`config.mk`:
```
export PLATFORM = sky130hd
export DESIGN_NAME = slc_link_setup
export DESIGN_NICKNAME = d
export VERILOG_FILES = /design/src/rtl/slc_link_setup.v /design/src/rtl/slc_param_checksum.v
export VERILOG_INCLUDE_DIRS = /design/src /design/src/rtl
export SDC_FILE = /design/constraint.sdc
export NUM_CORES = 1
export LEC_CHECK = 0
export ABC_AREA = 0
export BUFFER_PORTS_ARGS = -buffer_cell sky130_fd_sc_hd__buf_2
export CORE_ASPECT_RATIO = 1.1
export CORE_MARGIN = 2
export CORE_UTILIZATION = 58
export CTS_BUF_LIST = sky130_fd_sc_hd__clkbuf_8
export CTS_CLUSTER_DIAMETER = 150
export DETAILED_ROUTE_END_ITERATION = 7
export PLACE_DENSITY_LB_ADDON = 0.08
export SLEW_MARGIN = 30
export SYNTH_ARGS = -nofsm -noshare
export SYNTH_HDL_FRONTEND = slang
export SYNTH_SLANG_ARGS = --single-unit
export TNS_END_PERCENT = 30
```
`constraint.sdc`:
```
create_clock -name ref_clk -period 5.7 [get_ports ref_clk]
set_clock_uncertainty 0.2 [all_clocks]
set_input_delay 0.285 -clock ref_clk [delete_from_list [all_inputs] [get_ports ref_clk]]
set_output_delay 0.285 -clock ref_clk [all_outputs]
set_load 0.05 [all_outputs]
```
`src/rtl/slc_link_map.vh`:
```
`ifndef SLC_LINK_MAP_VH
`define SLC_LINK_MAP_VH
`define SLC_ADDR_QUICK_CFG 8'h5e
`define SLC_ADDR_LINK_CTRL 8'h5f
`define SLC_ADDR_CHK_LANE0 8'h78
`define SLC_ADDR_CHK_LANE1 8'h79
`define SLC_CTRL_RESET_BIT 0
`define SLC_CTRL_RESET_VAL 8'h01
`define SLC_QCFG_RESET_VAL 8'h11
`define SLC_QCFG_1C1L 8'h11
`define SLC_QCFG_1C2L 8'h12
`define SLC_QCFG_2C1L 8'h21
`define SLC_QCFG_2C2L 8'h22
`define SLC_CHK_PARAM_COUNT 11
`define SLC_LANE_COUNT 2
`define SLC_LANE0_ID 5'h00
`define SLC_LANE1_ID 5'h01
`define SLC_LM1_ONE 5'h00
`define SLC_LM1_TWO 5'h01
`define SLC_FM1_ONE 8'h00
`define SLC_FM1_TWO 8'h01
`define SLC_FM1_FOUR 8'h03
`define SLC_MM1_ONE 8'h00
`define SLC_MM1_TWO 8'h01
`define SLC_SM1_ONE 5'h00
`define SLC_HD_OFF 1'b0
`define SLC_HD_ON 1'b1
`define SLC_KM1_FIXED 8'h1f
`define SLC_NM1_FIXED 8'h0d
`define SLC_NPM1_FIXED 8'h0f
`define SLC_CONV_RESET_VAL 2'h1
`define SLC_LANE_RESET_VAL 2'h1
`define SLC_FPF_RESET_VAL 8'h02
`define SLC_CHK_RESET_VAL 8'h00
`define SLC_RDATA_RESET_VAL 8'h00
`define SLC_RDATA_UNMAPPED 8'h00
`endif

```
`src/rtl/slc_link_setup.v`:
```
// Operation
// - Writing one to control bit 0 disables the link and holds it in reset.
// - Quick configuration write selects the link configuration and derived parameters.
// - Code 0x11 one converter one lane; 0x12 one converter two lanes.
// - Code 0x21 two converters one lane; 0x22 two converters two lanes.
// - Writing zero to control bit 0 releases the link and starts synchronization.
// - Checksum is the modulo 256 sum of the unpacked parameter fields.
// - Lane 0 checksum readable at one register, lane 1 at the next.
`timescale 1ns/10ps
`include "slc_link_map.vh"
module slc_link_setup (
  input wire ref_clk,
  input wire rst_n,
  input wire regWrEn,
  input wire regRdEn,
  input wire [7:0] regAddr,
  input wire [7:0] regWrData,
  output reg [7:0] regRdData,
  output wire linkReset,
  output wire syncStart,
  output reg [1:0] convCount,
  output reg [1:0] laneCount,
  output reg [7:0] octetsPerFrame,
  output reg [7:0] lane0Checksum,
  output reg [7:0] lane1Checksum
);
  localparam [1:0] LINK_HELD = 2'b00;
  localparam [1:0] LINK_START = 2'b01;
  localparam [1:0] LINK_RUN = 2'b10;

  reg [7:0] quickCfg_r;
  reg [7:0] quickCfg_nxt;
  reg [7:0] linkCtrl_r;
  reg [7:0] linkCtrl_nxt;
  reg [1:0] linkState_r;
  reg [1:0] linkState_nxt;
  reg [7:0] regRdData_nxt;
  reg [1:0] convCount_nxt;
  reg [1:0] laneCount_nxt;
  reg [7:0] octetsPerFrame_nxt;
  reg [4:0] lanesM1;
  reg [7:0] octetsM1;
  reg [7:0] convM1;
  reg [4:0] samplesM1;
  reg highDens;
  wire wrQuick;
  wire wrCtrl;
  wire holdNxt;
  wire [15:0] chkBus;
  wire [7:0] chk0;
  wire [7:0] chk1;
  genvar lane;

  assign wrQuick = regWrEn & (regAddr == `SLC_ADDR_QUICK_CFG);
  assign wrCtrl = regWrEn & (regAddr == `SLC_ADDR_LINK_CTRL);

  // Writes to unmapped addresses leave every register untouched
  always @* begin
    quickCfg_nxt = quickCfg_r;
    linkCtrl_nxt = linkCtrl_r;
    if (wrQuick) begin
      quickCfg_nxt = regWrData;
    end
    if (wrCtrl) begin
      linkCtrl_nxt = regWrData;
    end
  end

  always @(posedge ref_clk or negedge rst_n) begin
    if (!rst_n) begin
      quickCfg_r <= `SLC_QCFG_RESET_VAL;
      linkCtrl_r <= `SLC_CTRL_RESET_VAL;
    end else begin
      quickCfg_r <= quickCfg_nxt;
      linkCtrl_r <= linkCtrl_nxt;
    end
  end

  assign linkReset = linkCtrl_r[`SLC_CTRL_RESET_BIT];
  assign holdNxt = linkCtrl_nxt[`SLC_CTRL_RESET_BIT];

  // The sequencer follows the next control value so the start pulse lines up
  // with the first cycle in which the link is out of reset
  always @* begin
    linkState_nxt = linkState_r;
    case (linkState_r)
      LINK_HELD: begin
        if (!holdNxt) begin
          linkState_nxt = LINK_START;
        end
      end
      LINK_START: begin
        if (holdNxt) begin
          linkState_nxt = LINK_HELD;
        end else begin
          linkState_nxt = LINK_RUN;
        end
      end
      LINK_RUN: begin
        if (holdNxt) begin
          linkState_nxt = LINK_HELD;
        end
      end
      default: begin
        linkState_nxt = LINK_HELD;
      end
    endcase
  end

  always @(posedge ref_clk or negedge rst_n) begin
    if (!rst_n) begin
      linkState_r <= LINK_HELD;
    end else begin
      linkState_r <= linkState_nxt;
    end
  end

  // One pulse per release; writing zero again to a running link starts nothing
  assign syncStart = (linkState_r == LINK_START);

  // Unknown codes fall back to the one-converter one-lane layout but still read back as written
  always @* begin
    case (quickCfg_r)
      `SLC_QCFG_1C1L: begin
        lanesM1 = `SLC_LM1_ONE;
        octetsM1 = `SLC_FM1_TWO;
        convM1 = `SLC_MM1_ONE;
        samplesM1 = `SLC_SM1_ONE;
        highDens = `SLC_HD_OFF;
      end
      `SLC_QCFG_1C2L: begin
        lanesM1 = `SLC_LM1_TWO;
        octetsM1 = `SLC_FM1_ONE;
        convM1 = `SLC_MM1_ONE;
        samplesM1 = `SLC_SM1_ONE;
        highDens = `SLC_HD_ON;
      end
      `SLC_QCFG_2C1L: begin
        lanesM1 = `SLC_LM1_ONE;
        octetsM1 = `SLC_FM1_FOUR;
        convM1 = `SLC_MM1_TWO;
        samplesM1 = `SLC_SM1_ONE;
        highDens = `SLC_HD_OFF;
      end
      `SLC_QCFG_2C2L: begin
        lanesM1 = `SLC_LM1_TWO;
        octetsM1 = `SLC_FM1_TWO;
        convM1 = `SLC_MM1_TWO;
        samplesM1 = `SLC_SM1_ONE;
        highDens = `SLC_HD_OFF;
      end
      default: begin
        lanesM1 = `SLC_LM1_ONE;
        octetsM1 = `SLC_FM1_TWO;
        convM1 = `SLC_MM1_ONE;
        samplesM1 = `SLC_SM1_ONE;
        highDens = `SLC_HD_OFF;
      end
    endcase
  end

  // The link carries counts as value minus one; the host sees plain counts
  always @* begin
    convCount_nxt = convM1[1:0] + 2'h1;
    laneCount_nxt = lanesM1[1:0] + 2'h1;
    octetsPerFrame_nxt = octetsM1 + 8'h01;
  end

  // One checksum adder per lane; lanes differ only in their lane number
  generate
    for (lane = 0; lane < `SLC_LANE_COUNT; lane = lane + 1) begin : gLane
      slc_param_checksum uChk (
        .laneId((lane == 0) ? `SLC_LANE0_ID : `SLC_LANE1_ID),
        .lanesMinus1(lanesM1),
        .octetsMinus1(octetsM1),
        .convMinus1(convM1),
        .samplesMinus1(samplesM1),
        .highDensity(highDens),
        .paramChecksum(chkBus[lane * 8 +: 8])
      );
    end
  endgenerate

  assign chk0 = chkBus[7:0];
  assign chk1 = chkBus[15:8];

  // Read data holds between reads; unmapped addresses read as zero
  always @* begin
    regRdData_nxt = regRdData;
    if (regRdEn) begin
      case (regAddr)
        `SLC_ADDR_QUICK_CFG: begin
          regRdData_nxt = quickCfg_r;
        end
        `SLC_ADDR_LINK_CTRL: begin
          regRdData_nxt = linkCtrl_r;
        end
        `SLC_ADDR_CHK_LANE0: begin
          regRdData_nxt = chk0;
        end
        `SLC_ADDR_CHK_LANE1: begin
          regRdData_nxt = chk1;
        end
        default: begin
          regRdData_nxt = `SLC_RDATA_UNMAPPED;
        end
      endcase
    end
  end

  always @(posedge ref_clk or negedge rst_n) begin
    if (!rst_n) begin
      convCount <= `SLC_CONV_RESET_VAL;
      laneCount <= `SLC_LANE_RESET_VAL;
      octetsPerFrame <= `SLC_FPF_RESET_VAL;
      lane0Checksum <= `SLC_CHK_RESET_VAL;
      lane1Checksum <= `SLC_CHK_RESET_VAL;
      regRdData <= `SLC_RDATA_RESET_VAL;
    end else begin
      convCount <= convCount_nxt;
      laneCount <= laneCount_nxt;
      octetsPerFrame <= octetsPerFrame_nxt;
      lane0Checksum <= chk0;
      lane1Checksum <= chk1;
      regRdData <= regRdData_nxt;
    end
  end
endmodule // slc_link_setup

```
`src/rtl/slc_param_checksum.v`:
```
`timescale 1ns/10ps
`include "slc_link_map.vh"
module slc_param_checksum (
  input wire [4:0] laneId,
  input wire [4:0] lanesMinus1,
  input wire [7:0] octetsMinus1,
  input wire [7:0] convMinus1,
  input wire [4:0] samplesMinus1,
  input wire highDensity,
  output wire [7:0] paramChecksum
);
  // K-1, N-1 and N'-1 are fixed by the converter; the lane number is added, other identity and option fields add zero
  wire [7:0] sum;
  assign sum = {3'h0, laneId} + {3'h0, lanesMinus1} + octetsMinus1 + `SLC_KM1_FIXED + convMinus1
    + `SLC_NM1_FIXED + `SLC_NPM1_FIXED + {3'h0, samplesMinus1} + {7'h00, highDensity};
  assign paramChecksum = sum;
endmodule // slc_param_checksum

```
Yosys cells after proc, flatten, opt, wreduce, memory -nomap -nowiden
Index checks and enable logic that the tools add are counted.

word-level totals
  register bits after elaboration = 54
  input bits = 20
  output and inout bits = 38
  word-level logic and storage cells = 53

cells by class
  add/sub/neg operators = 16
  eq/ne operators = 11
  mux-type cells = 10
  bitwise gates (word level) = 2
  reduce and logical (&&, ||, !) cells = 4

operators by type and width
  kind                 number
  $add 8x1->8          4
  $add 8x4->8 const B  4
  $eq 8x7->1 const B   4
  $pmux 8 s4           1
  $add 8x5->8 const B  2
  $eq 8x6->1 const B   2
  $add 8x1->8 const B  1
  $add 8x2->8          1
  $eq 8x5->1 const B   1
  $mux 2               3
  $pmux 2 s3           1
  $add 2x1->2 const B  2
  $mux 1               4
  $ne 2x2->1 const B   2
  $pmux 2 s2           1
  $reduce_or 2->1      2
  $add 1x2->3          1
  $add 1x1->2 const A  1
  $and 1x1->1          2
  $eq 2x1->1 const B   1
  $eq 2x2->1 const B   1
  $logic_not 2->1      1
  $reduce_and 2->1     1

Longest topological paths before layout
  word-level depth = 11
  mapped depth = 15
  depth with buffers taken out = 14

Modules after synthesis
From an unflattened synthesis, not the netlist that was laid out.

unflattened totals
  cells, all modules = 346
  area total of the unflattened synthesis = 3712.3 µm²

by module, submodules not included
  module              instances  cells an instance  area an instance (µm²)  sequential area each (µm²)
  slc_link_setup      1          152                2080.7                  1233.7
  slc_param_checksum  2          97                 815.8                   0.0

Worst setup path before layout
No wires, ideal clock.

  kind = register to register
  from = register quickCfg_r[3]
  to = register regRdData[1]
  setup time = 120 ps
  arrival = 2509 ps
  required time = 5380 ps
  path slack = 2871 ps
  stages on the path, launching flop included = 14
  buffers on the path = 1
  period minus slack after synthesis = 2829 ps
  cells stage by stage = dfrtp_1 -> nor4b_2 -> and4_1 -> buf_2 -> inv_1 -> ha_1 -> inv_1 -> ha_1 -> inv_1 -> fa_1 -> inv_1 -> a32oi_1 -> o2bb2ai_1 -> a41o_1

RTL lines
  what                                       RTL line                 RTL
  start, declared                            slc_link_setup.v:31      reg [7:0] quickCfg_r;
  start signal, assigned                     slc_link_setup.v:71      quickCfg_r <= `SLC_QCFG_RESET_VAL;
  start signal, assigned                     slc_link_setup.v:74      quickCfg_r <= quickCfg_nxt;
  $eq 8x5->1 or $eq 8x6->1 (tied branches)   slc_link_setup.v:123     case (quickCfg_r)
  $reduce_or 2->1 (no source line)           --
  $mux 1                                     slc_link_setup.v:123
  $add 1x2->3                                slc_param_checksum.v:14  assign sum = {3'h0, laneId} + {3'h0, lanesMinus1} + octetsMinus1 + `SLC_KM1_FIXED + convMinus1
  $add 8x5->8 (no source line)               --
  $add 8x1->8                                slc_param_checksum.v:14
  $add 8x4->8 (no source line) (2 in a row)  --
  $add 8x1->8 (*)                            slc_param_checksum.v:14
  named net chk0[1]                          slc_link_setup.v:50      wire [7:0] chk0;
  $pmux 8 s4 (*)                             slc_link_setup.v:191     case (regAddr)
  end signal, assigned                       slc_link_setup.v:218     regRdData <= `SLC_RDATA_RESET_VAL;
  end signal, assigned                       slc_link_setup.v:225     regRdData <= regRdData_nxt;
  end, declared                              slc_link_setup.v:18      output reg [7:0] regRdData,

Mark *: on every way through the listed nets, which the timed path passes. The rest lies on a longest branch.
A chain may end at the register's enable or synchronous reset.

Final worst setup path
  from = register quickCfg_r[3]
  to = register regRdData[6]

Same word-level chain as after synthesis.

==> results by stage <==
Die:
- The number of placed I/O pins is 58.
- The x dimension of the die is 61.64 microns.
- In this run the core area contains 23 standard-cell rows.
- The core region is 3568 sq um.
- The die area is 4155 sq um.
- The initial cell density of the core is 59.40%.
- From bottom edge to top edge, the die measures 67.40 microns.

Timing:
- The number of max-slew violations in the final report came to 0.
- The worst pin sits at a relative slew slack of 66.24%.
- The maximum clock frequency is 319.9 MHz.
- Setup repair after global routing left no endpoint under its margin.
- The shortest clock period the worst path allows after layout is 3126 ps.
- In the final timing run, aggregate negative setup slack is 0 ps.
- The share of the clock period used by the worst path is 54.85%.
- The count of endpoints failing setup in the final report is 0.
- The total count of hold-check failures in the final report is 0.
- For the pin with the worst max-slew slack, the measured transition is 502.6 ps.

Min path:
- The kind of path behind the tightest hold check is input port to flop.
- Along the worst hold path, the cell count comes to 2.

Routing:
- The final layout contains routed wiring with a total length of 3963 microns.
- The remaining routing DRC violations is 0.
- In the routed layout, each cell is associated on average with a via count of 5.275.
- Wire segments on met2 add up to 2112 microns in the final route.
- The number of nets with antenna violations after detailed routing is 0.
- The iteration-0 DRC count of the detailed router is 47.
- The wire length on met3 is 175 microns.
- The pre-antenna-repair detailed-routing pass consisted of 4 iterations.
- The total vias in the final route is 1440.
- The highest layer touched by signal routing is met4.
- The average routed wire per standard cell is 14.52 microns.
- The met1 layer wirelength in the final routing is 1617 microns.

Worst setup path:
- The data arrival time of the critical path is 3090 ps.
- The origin of the critical flop-to-flop path is quickCfg_r[3].
- In this run the worst setup path begins at quickCfg_r[3].
- The signal on the critical path passes through nor4b_2, and4_1, inv_1, ha_1, inv_1, ha_1, inv_1, fa_1, inv_1, ha_1, a21oi_1, inv_1, o21ai_0, o21ai_0.
- The critical path is of the flop to flop type.
- The worst stage delay on the critical path is 440 ps.
- STA puts the critical path data required time at 5670 ps.
- Among the stages of the critical path, the cell type that occurs most often is sky130_fd_sc_hd__inv_1.
- The worst flop-to-flop path endpoint is regRdData[6].
- STA classifies the critical path startpoint as a flop.
- In this run the worst path has a maximum fanout of 6.
- Measured in cells, the most critical reg-to-reg path has a length of 14.
- The worst setup path is captured at a flop.
- The worst-path cell with the longest stage delay is sky130_fd_sc_hd__dfrtp_1.
- The endpoint of the most critical setup path is regRdData[6].
- The reg2reg setup slack is 2570 ps.

Place:
- The instance area after placement is 2321 sq um.
- The global placer's final weighted congestion is 0.8228.
- The half-perimeter wire length after placement is 3081 microns.
- The number of port buffers is 50.

Pwr:
- The worst-case IR drop observed on VDD is 0.2080 mV.
- The cell internal power dissipation is 0.4912 mW.
- The power consumption is 0.6598 mW.
- The power per standard cell area is 269.2 nW/um^2.
- In this run the static leakage power is 1.291 nW.
- In this run, flip-flops and latches consume 50.3% of the power.
- The switching portion of total power is 25.54%.
- The combinational group share of total power is 12.8%.
- In this run, the clock network consumes 36.9% of the power.
- The switching power total is 0.1685 mW.

Finish:
- The total number of nets in the final design is 250.
- The number of diodes is 0.
- The area of all placed cells without fillers is 2451 sq um.
- Compared with the post-synthesis result, the final layout area differs by 15.64%.
- The share of post-route cells with drive strength above 1 is 40.36%.

Global routing:
- The largest net degree at the start of global routing is 44.
- The first global-routing pass estimated 6527 microns of wire.
- The number of global-route vias before repair is 1401.
- The initial antenna violation count came to 0.
- For this run, the total global-route usage over all layers was measured as 21.69%.
- The total congestion overflow is 0.

CTS:
- The maximum buffer depth of the clock tree is 2.
- The H-tree was split into 2 levels.
- Clock tree synthesis inserted a total of 5 buffers.
- The worst-skew pair later-pin latency is 290 ps.
- The clock sink count is 43.
- CTS placed an instance of sky130_fd_sc_hd__clkbuf_8 at the clock tree root.
- The number of setup buffers added after CTS is 0.
- The CTS tree is done.
- The number of hold buffers added after CTS was 1.
- After clock tree synthesis, the repair step resized 0 gates.
- The clock transition at the registers of the reported paths is 80 ps.

Logic synthesis:
- The portion of synthesized cell area occupied by the leading cell type is 43.68%.
- Counting flops with a built-in enable in the synthesized netlist gives 0.
- Averaged over all synthesized cells, the footprint is 12.11 sq um.
- In the post-synthesis netlist, the biggest area contributors are sky130_fd_sc_hd__dfrtp_1 44%, sky130_fd_sc_hd__dfstp_2 7.4%, sky130_fd_sc_hd__mux2_2 5.8%.
- In this run, distinct cell masters in the synthesized netlist total 47.
- The cell count after synthesis came out at 175.
- After synthesis the cells add up to 2120 sq um.
- For this run, the register share of the synthesized area comes to 51.12%.
- Yosys printed 0 warnings.
- The share of flip-flops with an asynchronous set or reset is 100.0%.
- Summed over all instances, the cell type with the most area after synthesis is sky130_fd_sc_hd__dfrtp_1.
- The primary flip-flop cell chosen by synthesis mapping is sky130_fd_sc_hd__dfrtp_1.
- Synthesis inferred 43 register bits.

Status:
- The flow ran to the end, and the final reports show no timing, DRC or antenna violations.

Flow run:
- The number of violations of the max-capacitance limit is 0.
## metal layers
layer	up-vias	global-route usage, %
li1	687	-
met1	709	25.12
met3	5	6.130
met5	-	0
met2	39	37.63
met4	0	7.713
## synth_stat cells (4+ instances only)
master,n
sky130_fd_sc_hd__nand3_1,4
sky130_fd_sc_hd__ha_1,7
sky130_fd_sc_hd__a21oi_1,4
sky130_fd_sc_hd__nand2_1,5
sky130_fd_sc_hd__buf_4,12
sky130_fd_sc_hd__mux2i_1,4
sky130_fd_sc_hd__mux2_4,8
sky130_fd_sc_hd__dfstp_2,6
sky130_fd_sc_hd__nor2_1,9
sky130_fd_sc_hd__dfrtp_1,37
sky130_fd_sc_hd__o21ai_0,5
sky130_fd_sc_hd__inv_1,16
sky130_fd_sc_hd__mux2_2,11
## cells by family (layout without fill, tap and decap cells)
kind of cell               count (synthesis)  after routing  share of synthesized area [%]
muxes                                     23             23                          13.40
buffers and inverters                     34             76                          9.327
DFF                                       43             43                          51.12
xor gates and xnor gates                   2              2                         0.8266
and+or+nand+nor                           36             36                          10.51
AOI/OAI and AO/OA                         28             28                          9.564
other                                      1              7                         0.1769
adders and majority gates                  8              8                          5.077
## per-stage QoR
stage	setup slack, ps	util [%]	hold slack (ps)	cells
floorplan	2871	-	-210.6	181
global placement	2750	65.04	250.2	264
detailed placement	2548	65.04	266.1	264
CTS	2538	68.62	27.80	273
global route	2320	68.69	23.56	273
finish	2574	68.69	29.45	273
## critical path: cells and delay by family (launching register included)
kind | cells | cell delay [ps]
flops | 1 | 440
buf+inv | 5 | 300
simple gates | 2 | 720
fa+ha+maj | 4 | 790
compound gates | 3 | 530
## cell type report
type,instances,area (sq um)
clock buffers,6,82.58
clock inverters,2,35.03
fillers,286,1117
inverters,17,63.81
multi-input cells,104,860.8
flip-flops and latches,43,1084
well taps,50,62.56
repair buffers,51,262.8
## worst min path at each step
stage / start / to / slack (ps)
after floorplan: rst_n / convCount[1] / -210
after global placement: rst_n / convCount[1] / 250
after detailed placement: rst_n / convCount[1] / 270
after CTS: regWrData[7] / quickCfg_r[7] / 30
after global routing: regWrData[7] / quickCfg_r[7] / 20
final: regWrData[7] / quickCfg_r[7] / 30
## placed cells by master, fill, tap and decap left out, drive strengths merged, types with 3 or more instances in the layout
cell	n
buf	50
dfrtp	37
mux2	19
inv	16
nor2	9
ha	7
conb	7
clkbuf	6
dfstp	6
nand2	5
o21ai	5
nand3	4
a21oi	4
mux2i	4
nor3	3
nor2b	3
and3	3
## power groups by stage
stage,clock (mW),combinational (mW),sequential [mW]
floorplan,0,0.0601,0.341
global placement,0,0.0824,0.337
detailed placement,0,0.0847,0.338
CTS,0.246,0.0856,0.332
global route,0.260,0.0927,0.334
finish,0.243,0.0845,0.332
## flip-flops by register name, indices dropped and copies added (netlist names)
signal	count
regRdData	8
laneCount	2
lane1Checksum	4
linkCtrl_r	8
octetsPerFrame	3
lane0Checksum	6
convCount	2
linkState_r	2
quickCfg_r	8
Power figures use the tool's default switching activity.
